**config.mk**
```make
export PLATFORM = sky130hd
export DESIGN_NAME = ssm_supervisor
export DESIGN_NICKNAME = d
export VERILOG_FILES = /design/src/ssm_pkg.sv /design/src/ssm_mask_timer.sv /design/src/ssm_supervisor.sv
export VERILOG_INCLUDE_DIRS = /design/src /design/src/src
export SDC_FILE = /design/constraint.sdc
export NUM_CORES = 1
export LEC_CHECK = 0
export BUFFER_PORTS_ARGS = -buffer_cell sky130_fd_sc_hd__buf_2
export CORE_MARGIN = 4
export CORE_UTILIZATION = 56
export CTS_BUF_LIST = sky130_fd_sc_hd__clkbuf_4
export DETAILED_ROUTE_END_ITERATION = 7
export PLACE_DENSITY = 0.83
export SYNTH_ARGS = -nofsm -noshare
export SYNTH_HDL_FRONTEND = slang
export SYNTH_SLANG_ARGS = --single-unit
```
**constraint.sdc**
```tcl
create_clock -name aclk -period 2.6 [get_ports aclk]
set_clock_uncertainty 0.05 [all_clocks]
set_input_delay 0.52 -clock aclk [delete_from_list [all_inputs] [get_ports aclk]]
set_output_delay 0.52 -clock aclk [all_outputs]
set_load 0.01 [all_outputs]
```
**src/ssm_params.svh**
```systemverilog
// Register offsets, field positions, reset values and timing counts of the supervisor block
`ifndef SSM_PARAMS_SVH
`define SSM_PARAMS_SVH

`define SSM_ADDR_W 8
`define SSM_OFF_HCTL 8'h00
`define SSM_OFF_LCTL 8'h04
`define SSM_OFF_STAT 8'h08
`define SSM_OFF_MASK 8'h0C
`define SSM_OFF_STATE 8'h10

`define SSM_CTL_ON 0
`define SSM_CTL_FP 1
`define SSM_CTL_KEEP 2
`define SSM_CTL_RST 3
`define SSM_CTL_MON 4
`define SSM_CTL_MFP 5
`define SSM_CTL_RESET 6'h11

`define SSM_ST_HEVT 0
`define SSM_ST_LEVT 1
`define SSM_ST_HDLY 2
`define SSM_ST_LDLY 3
`define SSM_ST_W 4

`define SSM_CLK_MHZ 125
`define SSM_FAST_NS 2000
`define SSM_SLOW_NS 150000
`define SSM_FAST_CYC ((`SSM_FAST_NS * `SSM_CLK_MHZ + 999) / 1000)
`define SSM_SLOW_CYC ((`SSM_SLOW_NS * `SSM_CLK_MHZ + 999) / 1000)
`define SSM_CNT_W 15

`endif

```
**src/ssm_pkg.sv**
```systemverilog
// Types shared by the supervisor block
package ssm_pkg;
  typedef enum logic [1:0] {
    SSM_IDLE = 2'b00,
    SSM_MASK = 2'b01
  } ssm_mask_t;
endpackage

```
**src/ssm_mask_timer.sv**
```systemverilog
// Event masking timer for one supervisor comparator
`timescale 1ns/1ps
`include "ssm_params.svh"
module ssm_mask_timer (
  input wire logic aclk,
  input wire logic aresetn,
  input wire logic start,
  input wire logic [`SSM_CNT_W-1:0] load,
  output logic busy,
  output logic done
);
  logic [`SSM_CNT_W-1:0] cnt_q;
  ssm_pkg::ssm_mask_t st_q;

  assign busy = (st_q == ssm_pkg::SSM_MASK);
  assign done = busy && (cnt_q == `SSM_CNT_W'(1)) && !start;

  // Restart on every start pulse, count down to the end of masking
  always_ff @(posedge aclk) begin
    if (!aresetn) begin
      st_q <= ssm_pkg::SSM_IDLE;
      cnt_q <= '0;
    end else if (start) begin
      st_q <= ssm_pkg::SSM_MASK;
      cnt_q <= load;
    end else if (busy) begin
      cnt_q <= cnt_q - `SSM_CNT_W'(1);
      if (cnt_q == `SSM_CNT_W'(1)) begin
        st_q <= ssm_pkg::SSM_IDLE;
      end
    end
  end
endmodule // ssm_mask_timer

```
**src/ssm_supervisor.sv**
```systemverilog
// Supply supervisor control: masking delays, flags, reset, pin hold-off, AXI4-Lite slave
// How it works
// - Full-performance enable or re-enable masks comparator events for 2 us.
// - Normal low side holds CPU 150 us after deep-sleep wakeup.
// - Low side both off or both full-performance: wakeup mask lasts 2 us.
// - Comparator event sets side flag; reset-enable also raises power-on reset.
// - Any event flag set tri-states all GPIO until comparators settle.
// - Keep-on bit 0 turns comparator off in deep sleep, on at wake.
// - Keep-on bit 1 leaves main comparator powered through deep sleep; low monitor comparator still turns off.
// - Performance-select 1 picks full-performance mode, 0 picks normal.
// - After soft or power-on reset both supervisors are switched on.
// - Supervisor off before soft reset: flags stay inactive until control written.
`timescale 1ns/1ps
`include "ssm_params.svh"
module ssm_supervisor (
  input wire logic aclk,
  input wire logic aresetn,
  input wire logic soft_reset_clear,
  input wire logic deep_sleep_states,
  input wire logic high_comp_trip,
  input wire logic low_comp_trip,
  output logic high_comp_on,
  output logic low_comp_on,
  output logic low_monitor_comp_on,
  output logic high_full_perf,
  output logic low_full_perf,
  output logic por_request,
  output logic gpio_tristate,
  output logic cpu_hold,
  output logic irq,
  input wire logic [`SSM_ADDR_W-1:0] s_axi_awaddr,
  input wire logic [2:0] s_axi_awprot,
  input wire logic s_axi_awvalid,
  output logic s_axi_awready,
  input wire logic [31:0] s_axi_wdata,
  input wire logic [3:0] s_axi_wstrb,
  input wire logic s_axi_wvalid,
  output logic s_axi_wready,
  output logic [1:0] s_axi_bresp,
  output logic s_axi_bvalid,
  input wire logic s_axi_bready,
  input wire logic [`SSM_ADDR_W-1:0] s_axi_araddr,
  input wire logic [2:0] s_axi_arprot,
  input wire logic s_axi_arvalid,
  output logic s_axi_arready,
  output logic [31:0] s_axi_rdata,
  output logic [1:0] s_axi_rresp,
  output logic s_axi_rvalid,
  input wire logic s_axi_rready
);
  localparam logic [`SSM_CNT_W-1:0] FAST_LOAD = `SSM_CNT_W'(`SSM_FAST_CYC);
  localparam logic [`SSM_CNT_W-1:0] SLOW_LOAD = `SSM_CNT_W'(`SSM_SLOW_CYC);

  logic [5:0] hctl_q;
  logic [5:0] lctl_q;
  logic [`SSM_ST_W-1:0] stat_q;
  logic [`SSM_ST_W-1:0] stat_d;
  logic [`SSM_ST_W-1:0] mask_q;
  logic hrep_q;
  logic lrep_q;
  logic sleep_q;
  logic hon_q;
  logic lon_q;
  logic hfp_q;
  logic lfp_q;
  logic lmon_q;
  logic lmfp_q;
  logic [`SSM_ADDR_W-1:0] awaddr_q;
  logic [31:0] wdata_q;
  logic [3:0] wstrb_q;
  logic aw_have_q;
  logic w_have_q;
  logic bvalid_q;
  logic [1:0] bresp_q;
  logic rvalid_q;
  logic [1:0] rresp_q;
  logic [31:0] rdata_q;

  // Write channel capture: address and data accepted in either order
  wire aw_hs = s_axi_awvalid && s_axi_awready;
  wire w_hs = s_axi_wvalid && s_axi_wready;
  wire aw_full = aw_have_q || aw_hs;
  wire w_full = w_have_q || w_hs;
  wire [`SSM_ADDR_W-1:0] wr_addr = aw_have_q ? awaddr_q : s_axi_awaddr;
  wire [31:0] wr_data = w_have_q ? wdata_q : s_axi_wdata;
  wire [3:0] wr_strb = w_have_q ? wstrb_q : s_axi_wstrb;
  wire wr_go = aw_full && w_full && !bvalid_q;
  wire wr_lane0 = wr_go && wr_strb[0];
  wire wr_hctl = wr_go && (wr_addr == `SSM_OFF_HCTL);
  wire wr_lctl = wr_go && (wr_addr == `SSM_OFF_LCTL);
  wire wr_stat = wr_lane0 && (wr_addr == `SSM_OFF_STAT);
  wire wr_mask = wr_lane0 && (wr_addr == `SSM_OFF_MASK);
  wire wr_ok = wr_hctl || wr_lctl || (wr_addr == `SSM_OFF_STAT) ||
               (wr_addr == `SSM_OFF_MASK);
  assign s_axi_awready = !aw_have_q && !bvalid_q;
  assign s_axi_wready = !w_have_q && !bvalid_q;
  assign s_axi_bvalid = bvalid_q;
  assign s_axi_bresp = bresp_q;

  // Read channel: one cycle from address to data
  wire ar_hs = s_axi_arvalid && s_axi_arready;
  assign s_axi_arready = !rvalid_q;
  assign s_axi_rvalid = rvalid_q;
  assign s_axi_rdata = rdata_q;
  assign s_axi_rresp = rresp_q;
  wire rd_hit = (s_axi_araddr == `SSM_OFF_HCTL) || (s_axi_araddr == `SSM_OFF_LCTL) ||
                (s_axi_araddr == `SSM_OFF_STAT) || (s_axi_araddr == `SSM_OFF_MASK) ||
                (s_axi_araddr == `SSM_OFF_STATE);
  wire [31:0] state_word = {24'h000000, cpu_hold, gpio_tristate, lmfp_q, lmon_q,
                            lfp_q, lon_q, hfp_q, hon_q};
  wire [31:0] rd_mux = (s_axi_araddr == `SSM_OFF_HCTL) ? {26'h0000000, hctl_q} :
                       (s_axi_araddr == `SSM_OFF_LCTL) ? {26'h0000000, lctl_q} :
                       (s_axi_araddr == `SSM_OFF_STAT) ? {28'h0000000, stat_q} :
                       (s_axi_araddr == `SSM_OFF_MASK) ? {28'h0000000, mask_q} :
                       (s_axi_araddr == `SSM_OFF_STATE) ? state_word : 32'h00000000;

  // Bus handshake state
  always_ff @(posedge aclk) begin
    if (!aresetn) begin
      aw_have_q <= 1'b0;
      w_have_q <= 1'b0;
      awaddr_q <= '0;
      wdata_q <= 32'h00000000;
      wstrb_q <= 4'h0;
      bvalid_q <= 1'b0;
      bresp_q <= 2'h0;
    end else begin
      if (aw_hs) begin
        awaddr_q <= s_axi_awaddr;
      end
      if (w_hs) begin
        wdata_q <= s_axi_wdata;
        wstrb_q <= s_axi_wstrb;
      end
      aw_have_q <= aw_full && !wr_go;
      w_have_q <= w_full && !wr_go;
      if (wr_go) begin
        bvalid_q <= 1'b1;
        bresp_q <= wr_ok ? 2'h0 : 2'h2;
      end else if (s_axi_bready) begin
        bvalid_q <= 1'b0;
      end
    end
  end

  // Read answer register
  always_ff @(posedge aclk) begin
    if (!aresetn) begin
      rvalid_q <= 1'b0;
      rdata_q <= 32'h00000000;
      rresp_q <= 2'h0;
    end else if (ar_hs) begin
      rvalid_q <= 1'b1;
      rdata_q <= rd_mux;
      rresp_q <= rd_hit ? 2'h0 : 2'h2;
    end else if (s_axi_rready) begin
      rvalid_q <= 1'b0;
    end
  end

  // Control registers; soft reset forces both supervisors on
  always_ff @(posedge aclk) begin
    if (!aresetn) begin
      hctl_q <= `SSM_CTL_RESET;
      lctl_q <= `SSM_CTL_RESET;
      mask_q <= '0;
    end else if (soft_reset_clear) begin
      hctl_q[`SSM_CTL_ON] <= 1'b1;
      lctl_q[`SSM_CTL_ON] <= 1'b1;
    end else begin
      if (wr_hctl && wr_strb[0]) begin
        hctl_q <= wr_data[5:0];
      end
      if (wr_lctl && wr_strb[0]) begin
        lctl_q <= wr_data[5:0];
      end
      if (wr_mask) begin
        mask_q <= wr_data[`SSM_ST_W-1:0];
      end
    end
  end

  // Flag reporting: lost when a supervisor was off at soft reset, back on control write
  always_ff @(posedge aclk) begin
    if (!aresetn) begin
      hrep_q <= 1'b1;
      lrep_q <= 1'b1;
    end else if (soft_reset_clear) begin
      hrep_q <= hrep_q && hctl_q[`SSM_CTL_ON];
      lrep_q <= lrep_q && lctl_q[`SSM_CTL_ON];
    end else begin
      hrep_q <= hrep_q || wr_hctl;
      lrep_q <= lrep_q || wr_lctl;
    end
  end

  // Effective comparator power and mode, with automatic sleep switching
  wire h_on_d = hctl_q[`SSM_CTL_ON] && (!deep_sleep_states || hctl_q[`SSM_CTL_KEEP]);
  wire l_on_d = lctl_q[`SSM_CTL_ON] && (!deep_sleep_states || lctl_q[`SSM_CTL_KEEP]);
  wire lm_on_d = lctl_q[`SSM_CTL_MON] && !deep_sleep_states;
  wire h_fp_d = hctl_q[`SSM_CTL_FP];
  wire l_fp_d = lctl_q[`SSM_CTL_FP];
  wire lm_fp_d = lctl_q[`SSM_CTL_MFP];
  always_ff @(posedge aclk) begin
    if (!aresetn) begin
      {hon_q, lon_q, lmon_q, hfp_q, lfp_q, lmfp_q} <= 6'h00;
      sleep_q <= 1'b0;
    end else begin
      {hon_q, lon_q, lmon_q} <= {h_on_d, l_on_d, lm_on_d};
      {hfp_q, lfp_q, lmfp_q} <= {h_fp_d, l_fp_d, lm_fp_d};
      sleep_q <= deep_sleep_states;
    end
  end
  assign high_comp_on = hon_q;
  assign low_comp_on = lon_q;
  assign low_monitor_comp_on = lmon_q;
  assign high_full_perf = hfp_q;
  assign low_full_perf = lfp_q;

  // Restart masking when a comparator turns on or changes mode; soft reset counts too
  wire h_start = (h_on_d && (!hon_q || h_fp_d != hfp_q)) ||
                 (soft_reset_clear && hrep_q);
  wire l_start = (l_on_d && (!lon_q || l_fp_d != lfp_q)) ||
                 (soft_reset_clear && lrep_q);
  wire [`SSM_CNT_W-1:0] h_load = h_fp_d ? FAST_LOAD : SLOW_LOAD;
  wire [`SSM_CNT_W-1:0] l_load = l_fp_d ? FAST_LOAD : SLOW_LOAD;
  wire h_busy;
  wire l_busy;
  wire h_done;
  wire l_done;
  ssm_mask_timer u_high_mask (
    .aclk(aclk),
    .aresetn(aresetn),
    .start(h_start),
    .load(h_load),
    .busy(h_busy),
    .done(h_done)
  );
  ssm_mask_timer u_low_mask (
    .aclk(aclk),
    .aresetn(aresetn),
    .start(l_start),
    .load(l_load),
    .busy(l_busy),
    .done(l_done)
  );

  // Wakeup execution hold: slow unless low side is off or fully fast
  wire wake = sleep_q && !deep_sleep_states;
  wire low_fast = (!lctl_q[`SSM_CTL_ON] && !lctl_q[`SSM_CTL_MON]) ||
                  (lctl_q[`SSM_CTL_FP] && lctl_q[`SSM_CTL_MFP]);
  wire [`SSM_CNT_W-1:0] w_load = low_fast ? FAST_LOAD : SLOW_LOAD;
  wire w_busy;
  ssm_mask_timer u_wake_mask (
    .aclk(aclk),
    .aresetn(aresetn),
    .start(wake),
    .load(w_load),
    .busy(w_busy),
    .done()
  );
  assign cpu_hold = w_busy || wake;

  // Events pass only when comparator is on and not masked
  wire h_evt = high_comp_trip && hon_q && !h_busy && hrep_q;
  wire l_evt = low_comp_trip && lon_q && !l_busy && lrep_q;

  // Sticky status, write one to clear, set wins over clear
  always_comb begin
    stat_d = stat_q;
    if (wr_stat) begin
      stat_d = stat_q & ~wr_data[`SSM_ST_W-1:0];
    end
    if (h_evt) begin
      stat_d[`SSM_ST_HEVT] = 1'b1;
    end
    if (l_evt) begin
      stat_d[`SSM_ST_LEVT] = 1'b1;
    end
    if (h_done) begin
      stat_d[`SSM_ST_HDLY] = 1'b1;
    end
    if (l_done) begin
      stat_d[`SSM_ST_LDLY] = 1'b1;
    end
  end
  always_ff @(posedge aclk) begin
    if (!aresetn) begin
      stat_q <= '0;
    end else begin
      stat_q <= stat_d;
    end
  end

  // Power-on reset request from an event with reset enabled
  always_ff @(posedge aclk) begin
    if (!aresetn) begin
      por_request <= 1'b0;
    end else begin
      por_request <= (h_evt && hctl_q[`SSM_CTL_RST]) || (l_evt && lctl_q[`SSM_CTL_RST]);
    end
  end

  // Pins float while an event flag stands and a comparator is still settling
  assign gpio_tristate = (stat_q[`SSM_ST_HEVT] || stat_q[`SSM_ST_LEVT]) &&
                         (h_busy || l_busy || h_evt || l_evt);
  assign irq = |(stat_q & mask_q);
endmodule // ssm_supervisor

```
==> impl_results.rst, run 1 <==
.. list-table::
   :header-rows: 1

   * - Metric
     - Value
   * - Final critical-path setup slack
     - 276.9 ps
   * - Worst hold path class
     - input pin to flop
   * - Antenna violations before repair
     - 0
   * - Internal power component
     - 2.230 mW
   * - Slew of the pin with the lowest slew margin
     - 678.8 ps
   * - Cell count after placement
     - 741
   * - Power share of the combinational group
     - 15.5%
   * - Routed wire length per instance
     - 14.80 um
   * - Crit Path Class
     - flop to primary output
   * - Result of the run
     - completed
   * - Via count of the first global-routing pass
     - 4064
   * - Clock period minus worst slack
     - 2323 ps
   * - Library cell with the largest summed area after synthesis
     - dfxtp_1
   * - Crit. End Element
     - primary output
   * - Post-route non-filler standard cell count
     - 757
   * - Setup repair after global routing missed its margin
     - false
   * - Final std cell area, no fill
     - 5533 sq um
   * - Placement row count
     - 34
   * - Number of enable-type register cells in the synthesized netlist
     - 0
   * - Post-synth design cell area
     - 5100 sq um
   * - Rel. slew slack
     - 54.33%
   * - Fmax
     - 0.4305 GHz
   * - Total of endpoints with negative setup slack in the final report
     - 0
   * - CP max stage cell
     - dfxtp_1
   * - Layout Area Growth over Synthesis
     - 8.489%
   * - Reg power frac
     - 57.7%
   * - Final hold violations
     - 0
   * - Number of hold buffers added after CTS
     - 0
   * - Prevailing post-synth register cell
     - dfxtp_1
   * - Total grt overflow
     - 0
   * - Commonest non-fill, non-tap cells in the layout
     - 107 x dfxtp_1, 61 x nor2_1, 57 x buf_2
   * - Hold slack
     - 162.7 ps
   * - Die extent in y
     - 103.4 um
   * - Cell count after synthesis
     - roughly 590
   * - Number of cells traversed by the worst hold path
     - 2
   * - Reg2reg path depth
     - 5
   * - Floorplan die area
     - ~11000 sq um
   * - Share of flip-flops with an asynchronous set or reset
     - 0%
   * - Critical path startpoint category
     - flop
   * - Max Cap Violations
     - 0
   * - Final sum of negative setup slack
     - 0 ps
   * - Longest individual stage delay on the worst path
     - approximately 440 ps
   * - Number of distinct standard cells referenced by the synthesized netlist
     - 62
   * - Leakage power of the design
     - around 2.2 nW
   * - Port-buffer cells
     - 57
   * - Number of H-tree branching levels
     - 3
   * - Number of remaining DRC errors
     - 0
   * - Share of the synthesized area in the top cell type
     - about 42%
   * - Clock net sink count
     - approximately 110
   * - Overall global routing resource usage
     - 21.94%
   * - CTS buffer count
     - 9
   * - Arrival time of the worst setup path
     - 1750 ps
   * - Drt first-iter violations
     - 152
   * - # nets final
     - 719
   * - Clock tree from TritonCTS
     - yes
   * - Final weighted congestion in routability-driven placement
     - 0.8935
   * - Wire length of the first global-routing pass
     - between 15000 and 20000 um
   * - Cell Area, Placed
     - between 5000 and 6000 sq um
   * - Routed Antenna Nets
     - 0
   * - Maximum fanout count along the critical path
     - 11
   * - Switching power
     - 0.8949 mW
   * - Period Utilization, post-route
     - 89.35%
   * - Yosys warning total
     - 0
   * - Clock insertion delay at the later pin of the skew report
     - roughly 460 ps
   * - Synth top area cells
     - dfxtp_1 42%, mux2i_1 4.9%, xnor2_1 4.6%
   * - Starting utilization of the core area
     - 57.91%
   * - Number of inserted diodes
     - 0
   * - Wire length reported by the detailed router
     - around 11000 um
   * - Via-per-instance ratio
     - ~5.7
   * - Worst IR Drop VDD
     - 0.3165 mV
   * - First drt pass iteration count
     - 5
   * - Areal power density over the cells
     - 564.8 nW/um^2
   * - Average size of a mapped cell
     - 8.629 sq um
   * - Register bit count reported by yosys
     - 107
   * - Max-slew violation count
     - 0
   * - Post-CTS Setup Bufs
     - 0
   * - Total core area
     - 8806 sq um
   * - Clock transition time at the flip-flop clock pins of the worst setup and hold paths
     - 160 ps
   * - Place WS
     - 270.1 ps
   * - Pin count of the biggest net entering global routing
     - 26
   * - CTS root buffer
     - clkbuf_4
   * - Cts repair resizes
     - 0
   * - Total via count in the routed design
     - 4347
   * - Half-perimeter wire length after placement
     - 8339 um
   * - Die X
     - 103.4 um
   * - Layout cell share with drive strength beyond 1
     - 15.87%
   * - Most common cell after layout, fill and taps aside
     - dfxtp_1
   * - Clock network fraction of total power
     - 26.8%
   * - Data required time of the critical path
     - 2030 ps
   * - Switch share
     - 28.64%
   * - Clock Tree Buf Depth
     - 2
   * - Ordered cell list for the critical path
     - nand4b_1 -> a31oi_1 -> buf_2
   * - Proportion of synthesized chip area in sequential cells
     - between 40% and 50%
   * - Number of top-level pins
     - 119
kinds of logic after synthesis:
family,synth area share (%)
adder cells (fa/ha/maj),1.472
buffers and inverters,6.992
AO/OA/AOI/OAI,14.79
flip-flops,42.00
AND/OR/NAND/NOR,21.86
multiplexers,6.452
other,0.07353
XOR/XNOR,6.354
critical path, delay by kind of cell, from the launching register on:
| kind | cells | cell delay, ps |
|---|---|---|
| buffers and inverters | 1 | 210 |
| AO/OA/AOI/OAI | 1 | 400 |
| AND/OR/NAND/NOR | 1 | 260 |
| flip-flops | 1 | 440 |
cell type report:
| type | count | area, sq um |
|---|---|---|
| fillers | 768 | 3273 |
| inverters | 19 | 71.32 |
| multi-input cells | 441 | 2695 |
| clock buffers | 11 | 82.58 |
| well taps | 108 | 135.1 |
| flip-flops and latches | 107 | 2142 |
| repair buffers | 66 | 352.8 |
| clock inverters | 5 | 53.80 |
power groups by stage:
stage | Clock (mW) | Combinational [mW] | Sequential (mW)
after floorplan | 0 | 0.394 | 1.81
after global placement | 0 | 0.463 | 1.83
after detailed placement | 0 | 0.479 | 1.84
after CTS | 0.855 | 0.482 | 1.80
after global routing | 0.928 | 0.546 | 1.82
final | 0.837 | 0.485 | 1.80
stage by stage:
| step | utilization, % | total power, mW |
|---|---|---|
| after global routing | 62.83 | 3.291 |
| after CTS | 62.83 | 3.139 |
| after detailed placement | 61.28 | 2.316 |
| after global placement | 61.28 | 2.293 |
| after floorplan | - | 2.204 |
| final | 62.83 | 3.125 |
cells in the mapped netlist (3+ instances only):
library cell  instances
buf_2                 3
o21ai_0              44
mux2i_1              25
dfxtp_1             107
buf_4                26
inv_1                18
ha_1                  6
nor3_1               14
nand2b_1              7
nor4_1                9
nor2_1               61
mux2_2                7
o22ai_1               5
a31oi_1               8
o211ai_1              3
a22oi_1               4
clkbuf_1             19
a211oi_1              4
and2_1                4
nor3b_1               6
xor2_1               10
xnor2_1              27
nand4_1               5
nor2b_1               5
or4_1                 4
nand3_1              23
a21oi_1              45
nand2_1              46
per-layer routing:
layer / up-vias / GRT usage [%] / part of all wire (%)
li1: 2137 / - / -
met1: 2026 / 29.25 / 46
met2: 164 / 34.95 / 45
met3: 20 / 3.890 / 6.9
met4: 0 / 9.462 / 2.2
met5: - / 0 / 0
state kept, by name, summed over array words and instances (netlist names), 6 cells and up:
register           cells
hctl_q                 6
u_low_mask.cnt_q      15
s_axi_rdata            8
wdata_q                6
u_high_mask.cnt_q     15
lctl_q                 6
u_wake_mask.cnt_q     15
awaddr_q               8
path summary, 6_finish.rpt:
path / endpoint / slack, ps / startpoint
setup reg to reg: lctl_q[4] / 330 / aw_have_q
hold / removal: s_axi_rvalid / 160 / s_axi_rready
setup / recovery: gpio_tristate / 280 / u_low_mask.st_q[0]
hold reg to reg: s_axi_rdata[7] / 410 / s_axi_rdata[7]
Power figures use the tool's default switching activity.
==> run 2, diff against run 1 <==
Settings changed: CORE_ASPECT_RATIO set to 0.9.
==> impl_results.rst, run 2 (synthesized netlist as in run 1, its figures left out) <==
.. list-table::
   :header-rows: 1

   * - Metric
     - Value
   * - Result of the run
     - completed
   * - Data required time of the critical path
     - 2030 ps
   * - Internal power component
     - roughly 2.1 mW
   * - Cell count after placement
     - 750
   * - Switching power
     - 0.9410 mW
   * - Final weighted congestion in routability-driven placement
     - 0.9179
   * - Slew of the pin with the lowest slew margin
     - roughly 690 ps
   * - Layout cell share with drive strength beyond 1
     - between 15 and 20%
   * - Via count of the first global-routing pass
     - approximately 4100
   * - Final hold violations
     - 0
   * - Number of cells traversed by the worst hold path
     - 2
   * - # nets final
     - 717
   * - Critical path startpoint category
     - flop
   * - Reg power frac
     - 58.8%
   * - Cts repair resizes
     - 0
   * - Power share of the combinational group
     - 16.1%
   * - Rel. slew slack
     - 53.54%
   * - First drt pass iteration count
     - 5
   * - Total of endpoints with negative setup slack in the final report
     - 0
   * - Die extent in y
     - between 90 and 100 um
   * - Routed Antenna Nets
     - 0
   * - Max Cap Violations
     - 0
   * - Layout Area Growth over Synthesis
     - 8.145%
   * - Clock net sink count
     - around 110
   * - CTS buffer count
     - 9
   * - Longest individual stage delay on the worst path
     - 440 ps
   * - Largest registers
     - u_high_mask.cnt_q (15), u_low_mask.cnt_q (15), u_wake_mask.cnt_q (15)
   * - Wire length of the first global-routing pass
     - 19090 um
   * - CP max stage cell
     - dfxtp_1
   * - Number of H-tree branching levels
     - 3
   * - Routed wire length per instance
     - 14.98 um
   * - Switch share
     - 30.76%
   * - Cell Area, Placed
     - around 5400 sq um
   * - Antenna violations before repair
     - 0
   * - Crit. End Element
     - primary output
   * - CTS root buffer
     - clkbuf_4
   * - Ordered cell list for the critical path
     - nand4b_1 -> a31oi_1 -> buf_2
   * - Starting utilization of the core area
     - 58.43%
   * - Clock transition time at the flip-flop clock pins of the worst setup and hold paths
     - 170 ps
   * - Number of gates on the worst path with buffers counted
     - 3
   * - Max-slew violation count
     - 0
   * - Number of top-level pins
     - 119
   * - Period Utilization, post-route
     - a little under 90%
   * - Clock period minus worst slack
     - around 2300 ps
   * - Clock network fraction of total power
     - 25.0%
   * - Die X
     - between 100 and 150 um
   * - Buffer and inverter count on the worst path
     - 1
   * - Fmax
     - 0.4335 GHz
   * - Overall global routing resource usage
     - 21.97%
   * - Number of hold buffers added after CTS
     - 0
   * - Area used by multi-input combinational logic
     - about 2700 sq um
   * - Total via count in the routed design
     - between 4000 and 5000
   * - Drt first-iter violations
     - ~240
   * - Setup repair after global routing missed its margin
     - false
   * - Most common cell after layout, fill and taps aside
     - dfxtp_1
   * - Half-perimeter wire length after placement
     - 8529 um
   * - Maximum fanout count along the critical path
     - 11
   * - Post-CTS Setup Bufs
     - 0
   * - Floorplan die area
     - 10700 sq um
   * - Leakage power of the design
     - 2.169 nW
   * - Final sum of negative setup slack
     - 0 ps
   * - Wire length reported by the detailed router
     - 11470 um
   * - Worst IR Drop VDD
     - 0.5276 mV
   * - Port-buffer cells
     - 57
   * - Number of remaining DRC errors
     - 0
   * - Clock tree from TritonCTS
     - yes
   * - Clock Tree Buf Depth
     - 2
   * - Arrival time of the worst setup path
     - 1740 ps
   * - Reg2reg path depth
     - 5
   * - Final std cell area, no fill
     - 5515 sq um
   * - Via-per-instance ratio
     - 5.683
   * - Total grt overflow
     - 0
   * - Clock insertion delay at the later pin of the skew report
     - 480 ps
   * - Gate family responsible for the most delay along the worst path
     - flip-flops
   * - Areal power density over the cells
     - 554.6 nW/um^2
   * - Pin count of the biggest net entering global routing
     - 44
   * - Total of fill cells in the finished design
     - between 700 and 800
   * - Commonest non-fill, non-tap cells in the layout
     - 107 x dfxtp_1, 61 x nor2_1, 57 x buf_2
   * - Sequential Area
     - 2142 sq um
   * - Total core area
     - 8728 sq um
   * - Post-route non-filler standard cell count
     - 766
   * - Worst hold path class
     - input pin to flop
   * - Placement row count
     - 32
   * - Number of inserted diodes
     - 0
   * - Crit Path Class
     - flop to primary output
==> run 2: changes by cell type in the layout (fill, tap and decap cells not counted), sizes merged <==
| cell | before | now |
|---|---|---|
| buf | 66 | 64 |
| clkbuf | 11 | 9 |
| clkinvlp | 2 | 4 |
| bufinv | 1 | 0 |
| inv | 18 | 19 |
==> run 2: power groups by stage <==
stage	Clock, mW	Sequential (mW)	Combinational (mW)
6_report	0.766	1.80	0.493
5_1_grt	0.842	1.81	0.549
4_1_cts	0.781	1.80	0.489
3_5_place_dp	0	1.83	0.485
3_3_place_gp	0	1.83	0.466
2_1_floorplan	0	1.81	0.394
==> run 2: worst register-to-register path, stage by stage, from the launching register on <==
cell,delay [ps]
dfxtp_1,620
or4b_1,490
o22ai_2,350
nand2_2,170
nor3_1,290
mux2i_1,230
==> run 2: area by class of cell <==
type | count | area share (%)
Multi-Input combinational cell | 441 | 48.87
Clock inverter | 7 | 0.9528
Clock buffer | 9 | 1.225
Sequential cell | 107 | 38.84
Inverter | 19 | 1.293
Timing Repair Buffer | 64 | 6.125
Tap cell | 119 | 2.700
==> run 2: worst paths after layout <==
check                     startpoint             end  slack [ps]
setup / recovery  u_low_mask.st_q[0]   gpio_tristate         290
hold / removal          s_axi_rready    s_axi_rvalid         160
setup reg to reg           aw_have_q       hctl_q[0]         340
hold reg to reg       s_axi_rdata[4]  s_axi_rdata[4]         410
==> run 2: layer usage <==
layer	GRT usage, %	routed length [um]	vias to the layer above
met5	0	0	-
met4	8.932	212	0
met3	5.894	966	26
met2	34.58	5218	183
met1	28.53	5074	2016
li1	-	-	2128
==> run 2: metrics by stage <==
stage | hold WS [ps] | total power [mW] | util (%) | setup WS (ps)
CTS | 150.2 | 3.069 | 63.19 | 281.1
detailed placement | 394.6 | 2.318 | 61.81 | 313.7
global route | 136.8 | 3.205 | 63.19 | 140.7
global placement | 386.3 | 2.292 | 61.81 | 377.4
finish | 161.9 | 3.059 | 63.19 | 293.4
floorplan | 393.2 | 2.204 | - | 614.5
